$ cat src/rtl/vds_threshold_pkg.sv
// Register map, field layout and frame constants for the drain-source threshold bank
package vds_threshold_pkg;
  localparam int FRAME_BITS = 16;
  localparam int READ_FLAG_POS = 15;
  localparam int ADDR_MSB = 14;
  localparam int ADDR_LSB = 8;
  localparam int ADDR_WIDTH = 7;
  localparam int DATA_WIDTH = 8;
  localparam int PHASE_COUNT = 3;
  localparam logic [ADDR_WIDTH-1:0] PHASE_A_OFFSET = 7'h09;
  localparam logic [ADDR_WIDTH-1:0] PHASE_B_OFFSET = 7'h0a;
  localparam logic [ADDR_WIDTH-1:0] PHASE_C_OFFSET = 7'h0b;
  localparam logic [ADDR_WIDTH-1:0] LOCK_OFFSET = 7'h0d;
  localparam logic [DATA_WIDTH-1:0] THRESHOLD_RESET = 8'h99;
  localparam int LOW_SIDE_MSB = 7;
  localparam int LOW_SIDE_LSB = 4;
  localparam int HIGH_SIDE_MSB = 3;
  localparam int HIGH_SIDE_LSB = 0;
  localparam int LOCK_MSB = 7;
  localparam int LOCK_LSB = 5;
  localparam logic [2:0] LOCK_ENGAGE = 3'h6;
  localparam logic [2:0] LOCK_RELEASE = 3'h3;
  localparam logic [4:0] DATA_START_COUNT = 5'h08;
  localparam logic [4:0] LAST_ADDR_COUNT = 5'h07;
  localparam logic [4:0] FULL_FRAME_COUNT = 5'h10;

  typedef struct packed {
    logic [3:0] low_side;
    logic [3:0] high_side;
  } phase_threshold_type;

  typedef enum logic {FRAME_IDLE, FRAME_SHIFT} frame_state_type;
endpackage

$ cat src/rtl/vds_threshold_config_regs.sv
// Drain-source overcurrent threshold register bank behind the serial register port
//
// Function
// - Phase A threshold register at 0x09, reset 0x99, low code high nibble.
// - Phase B threshold register at 0x0A, reset 0x99, low bits 7-4, high 3-0.
// - Phase C threshold register at 0x0B, reset 0x99, low upper, high lower nibble.
// - Low-side code: 4-bit read/write, default 1001b, sixteen rising voltage steps.
// - High-side code: bits 3-0 read/write, default 1001b (0.75 V), same mapping.
// - Lock engaged by 110b, released by 011b; threshold writes ignored while locked.
`timescale 1ns/1ps
module vds_threshold_config_regs
  import vds_threshold_pkg::*;
(
  input wire logic sys_clk,
  input wire logic resetn,
  input wire logic scs_n,
  input wire logic sclk,
  input wire logic sdi,
  output logic sdo,
  output logic sdo_en,
  output logic locked,
  output phase_threshold_type [PHASE_COUNT-1:0] thresholds
);

  // Pin synchronisers: stage 0 is only read by stage 1
  // Edges are seen three clocks late, so each SCLK phase needs four clocks
  logic [2:0] scs_sync_q, scs_sync_d;
  logic [2:0] sclk_sync_q, sclk_sync_d;
  logic [1:0] sdi_sync_q, sdi_sync_d;

  always_comb begin
    scs_sync_d = {scs_sync_q[1:0], scs_n};
    sclk_sync_d = {sclk_sync_q[1:0], sclk};
    sdi_sync_d = {sdi_sync_q[0], sdi};
  end

  always_ff @(posedge sys_clk or negedge resetn) begin
    if (!resetn) begin
      scs_sync_q <= 3'h7;
      sclk_sync_q <= 3'h0;
      sdi_sync_q <= 2'h0;
    end else begin
      scs_sync_q <= scs_sync_d;
      sclk_sync_q <= sclk_sync_d;
      sdi_sync_q <= sdi_sync_d;
    end
  end

  logic cs_active;
  logic cs_fall;
  logic cs_rise;
  logic sclk_rise;
  logic sclk_fall;
  logic sdi_bit;

  assign cs_active = ~scs_sync_q[1];
  assign cs_fall = ~scs_sync_q[1] & scs_sync_q[2];
  assign cs_rise = scs_sync_q[1] & ~scs_sync_q[2];
  assign sclk_rise = sclk_sync_q[1] & ~sclk_sync_q[2];
  assign sclk_fall = ~sclk_sync_q[1] & sclk_sync_q[2];
  assign sdi_bit = sdi_sync_q[1];

  // Register storage
  phase_threshold_type [PHASE_COUNT-1:0] regs_q, regs_d;
  logic locked_q, locked_d;
  localparam logic [PHASE_COUNT-1:0][ADDR_WIDTH-1:0] PHASE_OFFSETS =
    {PHASE_C_OFFSET, PHASE_B_OFFSET, PHASE_A_OFFSET};

  // Read mux: unmapped addresses and the unstored lock bits read as zero
  function automatic logic [DATA_WIDTH-1:0] read_data(
    input logic [ADDR_WIDTH-1:0] addr,
    input phase_threshold_type [PHASE_COUNT-1:0] regs,
    input logic lock_state
  );
    logic [DATA_WIDTH-1:0] value;
    value = 8'h00;
    case (addr)
      PHASE_A_OFFSET: value = regs[0];
      PHASE_B_OFFSET: value = regs[1];
      PHASE_C_OFFSET: value = regs[2];
      LOCK_OFFSET: value[LOCK_MSB:LOCK_LSB] = lock_state ? LOCK_ENGAGE : LOCK_RELEASE;
      default: value = 8'h00;
    endcase
    return value;
  endfunction

  // Frame engine: data sampled on SCLK falling, driven on SCLK rising
  frame_state_type state_q, state_d;
  logic [4:0] bit_cnt_q, bit_cnt_d;
  logic [FRAME_BITS-1:0] shift_in_q, shift_in_d;
  logic [DATA_WIDTH-1:0] shift_out_q, shift_out_d;
  logic sdo_q, sdo_d;
  logic sdo_en_q, sdo_en_d;
  // One-cycle strobe: a complete write frame has just closed
  logic commit;

  always_comb begin
    state_d = state_q;
    bit_cnt_d = bit_cnt_q;
    shift_in_d = shift_in_q;
    shift_out_d = shift_out_q;
    sdo_d = sdo_q;
    // Output enable follows the synchronised select for the whole frame
    sdo_en_d = cs_active;
    commit = 1'b0;
    case (state_q)
      FRAME_IDLE: begin
        // Every frame starts from a clean count and a low data line
        if (cs_fall) begin
          state_d = FRAME_SHIFT;
          bit_cnt_d = 5'h00;
          sdo_d = 1'b0;
        end
      end
      FRAME_SHIFT: begin
        if (cs_rise) begin
          state_d = FRAME_IDLE;
          sdo_d = 1'b0;
          // Short, long or read frames never write
          commit = (bit_cnt_q == FULL_FRAME_COUNT) && !shift_in_q[READ_FLAG_POS];
        end else if (sclk_fall && bit_cnt_q <= FULL_FRAME_COUNT) begin
          // Counting one edge past a full frame lets a long frame be refused
          bit_cnt_d = bit_cnt_q + 5'h01;
          if (bit_cnt_q < FULL_FRAME_COUNT) begin
            shift_in_d = {shift_in_q[FRAME_BITS-2:0], sdi_bit};
          end
          if (bit_cnt_q == LAST_ADDR_COUNT) begin
            // Address complete: the read value is captured before the data phase
            shift_out_d = read_data({shift_in_q[ADDR_WIDTH-2:0], sdi_bit}, regs_q, locked_q);
          end
        end else if (sclk_rise && bit_cnt_q >= DATA_START_COUNT) begin
          // Read data leaves on rising edges so the master takes it on falling ones
          sdo_d = shift_out_q[DATA_WIDTH-1];
          shift_out_d = {shift_out_q[DATA_WIDTH-2:0], 1'b0};
        end
      end
      default: state_d = FRAME_IDLE;
    endcase
  end

  always_ff @(posedge sys_clk or negedge resetn) begin
    if (!resetn) begin
      state_q <= FRAME_IDLE;
      bit_cnt_q <= 5'h00;
      shift_in_q <= 16'h0000;
      shift_out_q <= 8'h00;
      sdo_q <= 1'b0;
      sdo_en_q <= 1'b0;
    end else begin
      state_q <= state_d;
      bit_cnt_q <= bit_cnt_d;
      shift_in_q <= shift_in_d;
      shift_out_q <= shift_out_d;
      sdo_q <= sdo_d;
      sdo_en_q <= sdo_en_d;
    end
  end

  // Register update at the end of a full write frame
  logic [ADDR_WIDTH-1:0] wr_addr;
  logic [DATA_WIDTH-1:0] wr_data;
  logic [LOCK_MSB-LOCK_LSB:0] wr_lock_code;
  logic lock_hit;
  wire [PHASE_COUNT-1:0] phase_hit;

  assign wr_addr = shift_in_q[ADDR_MSB:ADDR_LSB];
  assign wr_data = shift_in_q[DATA_WIDTH-1:0];
  assign wr_lock_code = wr_data[LOCK_MSB:LOCK_LSB];
  assign lock_hit = commit && (wr_addr == LOCK_OFFSET);

  // One decoder per phase register; a hit is dropped while the lock is engaged
  for (genvar p = 0; p < PHASE_COUNT; p++) begin : g_phase_hit
    assign phase_hit[p] = commit && !locked_q && (wr_addr == PHASE_OFFSETS[p]);
  end

  // Threshold registers: only a decoded, unlocked write frame changes them
  always_comb begin
    regs_d = regs_q;
    for (int p = 0; p < PHASE_COUNT; p++) begin
      if (phase_hit[p]) begin
        regs_d[p] = wr_data;
      end
    end
  end

  always_ff @(posedge sys_clk or negedge resetn) begin
    if (!resetn) begin
      // All three registers return to their power-on code
      for (int i = 0; i < PHASE_COUNT; i++) begin
        regs_q[i] <= THRESHOLD_RESET;
      end
    end else begin
      regs_q <= regs_d;
    end
  end

  // Lock state: codes other than engage and release leave it where it is
  always_comb begin
    locked_d = locked_q;
    if (lock_hit) begin
      if (!locked_q && wr_lock_code == LOCK_ENGAGE) begin
        locked_d = 1'b1;
      end else if (locked_q && wr_lock_code == LOCK_RELEASE) begin
        locked_d = 1'b0;
      end
    end
  end

  always_ff @(posedge sys_clk or negedge resetn) begin
    if (!resetn) begin
      locked_q <= 1'b0;
    end else begin
      locked_q <= locked_d;
    end
  end

  // Outputs come straight from their flip-flops
  assign sdo = sdo_q;
  assign sdo_en = sdo_en_q;
  assign locked = locked_q;
  assign thresholds = regs_q;

endmodule

$ cat config.mk
export PLATFORM = sky130hd
export DESIGN_NAME = vds_threshold_config_regs
export DESIGN_NICKNAME = d
export VERILOG_FILES = /design/src/rtl/vds_threshold_pkg.sv /design/src/rtl/vds_threshold_config_regs.sv
export SDC_FILE = /design/constraint.sdc
export NUM_CORES = 1
export LEC_CHECK = 0
export ABC_CLOCK_PERIOD_IN_PS = 1700
export BUFFER_PORTS_ARGS = -buffer_cell sky130_fd_sc_hd__buf_2
export CAP_MARGIN = 10
export CORE_MARGIN = 8
export CORE_UTILIZATION = 30
export DETAILED_ROUTE_END_ITERATION = 16
export PLACE_DENSITY = 0.58
export SLEW_MARGIN = 0
export SYNTH_ARGS = -nofsm -noshare
export SYNTH_HDL_FRONTEND = slang
export SYNTH_SLANG_ARGS = --single-unit
$ cat constraint.sdc
create_clock -name sys_clk -period 1.7 [get_ports sys_clk]
set_input_delay 0.34 -clock sys_clk [delete_from_list [all_inputs] [get_ports sys_clk]]
set_output_delay 0.34 -clock sys_clk [all_outputs]
set_load 0.005 [all_outputs]
==> flow_summary.json <==
{
  "violations": "hold timing, setup timing",
  "cts_tree": "done",
  "p_leak_nw": 1.80,
  "status": "finished with violations",
  "final.setup_skew_ps": 9.32,
  "grt_pass1_vias": 2303,
  "hpwlAfterDp_mm": 4.85,
  "max-slew-margin-rel_pct": 71.4,
  "p_int_mw": 3.00,
  "avgSynthCellArea_um2": 13.0,
  "rrSetupSlack_ps": -140,
  "rows": 36,
  "wl_per_cell_um": 15.9,
  "synthFlopType": "dfrtp_1",
  "cts-htree-levels": 3,
  "num_vias": 2113,
  "ir_worst_vdd_mv": 0.516,
  "timing.hold.ws_ps": -14.0,
  "cts_buffer_depth": 2,
  "synthesis.nets": 237,
  "startpoint_type": "register",
  "antenna_found_initial": 0,
  "tns_ps": -4710,
  "fin_crit_sh_pct": 109,
  "critPathCaptureType": "register",
  "fin_nets": 304,
  "die_w_um": 116,
  "core_um2": 9730,
  "drive_above_1_share_pct": 48.3,
  "routed_wl_mm": 6.92,
  "layout_min_cycle_time_ps": 1840,
  "gp_congestion": 0.848,
  "yosysWarningCount": 0,
  "cts_sinks": 65,
  "fmax_mhz": 542,
  "grt_max_degree": 66,
  "async_reset_ff_share_pct": 100,
  "cts_made_buffers": 9,
  "insertion_delay_ps": 340,
  "rr_startpoint": "bit_cnt_q[0]$_DFFE_PN0P_",
  "hp-class": "input pin to asynchronous set/reset pin",
  "worstPathArrival_ps": 2070,
  "drtIter0Drc": 111,
  "cts_root_buffer": "clkbuf_8",
  "drc": 0,
  "grt_pass1_wl_mm": 11.9,
  "synth_edf_count": 0,
  "final_cells": 435,
  "dp_slack_ps": -193,
  "antennaDiodeCount": 0,
  "r2r-end": "thresholds[10]$_DFFE_PN0P_",
  "path_max_fanout": 8,
  "final_area_um2": 3920,
  "ios": 32,
  "p_seq_share_pct": 43.0,
  "rsz0062_at_grt": "true",
  "dieArea_um2": 13400,
  "p_clk_share_pct": 39.1,
  "combPwrFrac_pct": 18.0,
  "hold_violations": 5,
  "antenna_left": 0,
  "dp.cells": 417,
  "io_buffers": 31,
  "p_per_area_nw_per_um2": 1050,
  "finalSetupViolations": 45,
  "synthTopCellsByArea": "dfrtp_1 (42%), dfstp_2 (13%), mux2_1 (10%), mux2_2 (5.7%), mux2i_1 (3.0%)",
  "drv_slew": 0,
  "path_class": "register to register",
  "required_ps": 1930,
  "vias_per_cell": 4.86,
  "ys_types": 50,
  "reg2reg_depth": 7,
  "track_usage_pct": 11.3,
  "area_growth_pct": 31.3,
  "ys_seq_elements": 65,
  "max-cap-violations": 0,
  "die_h_um": 116,
  "layout_setup_ws_ps": -145,
  "overflow": 0,
  "post-route-util_pct": 40.3,
  "start_util_pct": 30.7,
  "netlist.area_leader.share_pct": 41.9,
  "clkTransAtPathRegs_ps": 70,
  "worst_pin_slew_ps": 428,
  "synth_top_area_cell": "dfrtp_1",
  "fin_total_pwr_mw": 4.12,
  "dpl_cell_area_um2": 3560,
  "seq_area_frac_synth_pct": 55.1,
  "p_switching_mw": 1.13,
  "synthCells": 230,
  "syn_area_um2": 2990,
  "switching_share_pct": 27.3,
  "drt_pass1_iterations": 4
}
critical path, cell delays in order (launching register included):
cell     delay (ps)
dfrtp_1         380
inv_1            60
ha_1            150
nor3b_4         190
and4_4          250
and4b_1         230
buf_12          150
mux2_1          320
cells by family (layout without fill, tap and decap cells):
group | count (synthesis) | in the layout | share of synthesized area, %
compound gates | 37 | 37 | 9.68
fa+ha+maj | 2 | 2 | 0.838
buf+inv | 15 | 87 | 2.60
flops | 65 | 65 | 55.1
mux | 51 | 51 | 18.9
simple gates | 60 | 60 | 12.9
how the worst max path moves through the flow:
stage | to | from | cells past startpoint | slack, ps
global placement | shift_out_q[3]$_DFFE_PN0P_ | bit_cnt_q[0]$_DFFE_PN0P_ | 7 | -130
CTS | shift_out_q[4]$_DFFE_PN0P_ | bit_cnt_q[0]$_DFFE_PN0P_ | 7 | -160
finish | thresholds[10]$_DFFE_PN0P_ | bit_cnt_q[0]$_DFFE_PN0P_ | 7 | -140
floorplan | shift_in_q[4]$_DFFE_PN0P_ | bit_cnt_q[0]$_DFFE_PN0P_ | 7 | -210
detailed placement | shift_out_q[3]$_DFFE_PN0P_ | bit_cnt_q[0]$_DFFE_PN0P_ | 7 | -190
global route | shift_in_q[15]$_DFFE_PN0P_ | bit_cnt_q[0]$_DFFE_PN0P_ | 8 | -280
area by class of cell:
type | count | area, µm²
fill | 959 | 5810
sequential | 65 | 1650
multi-input combinational | 150 | 1370
timing repair buffer | 66 | 479
tap | 133 | 166
clock buffer | 10 | 128
clock inverter | 6 | 115
inverter | 5 | 18.8
metal layers:
metal	wire length, µm	track usage [%]	vias to the layer above
met5	0	0	-
met4	119	5.53	0
met3	252	2.50	9
met2	3180	16.8	37
met1	3370	15.1	1074
li1	-	-	993
sequential cells by signal, summed over array words and instances (netlist names):
register,flops
sdi_sync_q,2
sclk_sync_q,3
thresholds,24
sdo,1
shift_in_q,16
shift_out_q,8
state_q,1
scs_sync_q,3
locked,1
sdo_en,1
bit_cnt_q,5
timing repair:
| item | 4_1_cts | 5_1_grt |
|---|---|---|
| endpoints found under the setup margin | 48 | 52 |
| buffers inserted | 0 | 2 |
| hold buffers | 0 | 0 |
| pin swaps | 5 | 10 |
| resized for setup | 14 | 12 |
cells in the mapped netlist (2+ instances only):
cell type  instances
buf_2              2
nor2_1             7
mux2_1            27
or4_1              4
nor2b_1            3
o21ai_0            3
mux2_2            15
o31ai_1            2
a21oi_1           13
nor3_1             3
nand2_1           10
dfstp_2           15
a22oi_1            2
mux2i_1            9
and4b_1            2
clkbuf_1           3
and2_1             3
nand3_1            5
buf_4              3
nand4_1            5
a41oi_2            4
ha_1               2
inv_1              4
o22ai_1            2
dfrtp_1           50
nand2b_1           8
cells in the final DEF (no fill, tap or decap), types with 2 or more instances in the layout:
cell type / n
nand3_1: 5
inv_1: 4
buf_12: 4
mux2_4: 11
a21oi_1: 13
a22oi_1: 2
dfrtp_1: 50
or4_4: 3
clkbuf_8: 9
a41oi_2: 4
nor2_1: 7
nand2b_1: 8
bufinv_16: 3
buf_4: 28
o31ai_1: 2
buf_6: 3
buf_2: 31
mux2_2: 15
and4b_1: 2
mux2_1: 16
nand2_1: 10
o22ai_1: 2
dfstp_2: 15
nand4_1: 5
nor2b_1: 3
and2_1: 2
o21ai_0: 3
mux2i_1: 9
nor3_1: 2
power by group through the flow:
stage                     logic, mW  registers [mW]  clock network [mW]
after floorplan               0.353            1.80                   0
after global placement        0.684            1.80                   0
after detailed placement      0.689            1.80                   0
after CTS                     0.699            1.77                1.65
after global routing          0.820            1.79                1.71
final                         0.741            1.77                1.61
Note: power is estimated with default switching activity, not from simulation.
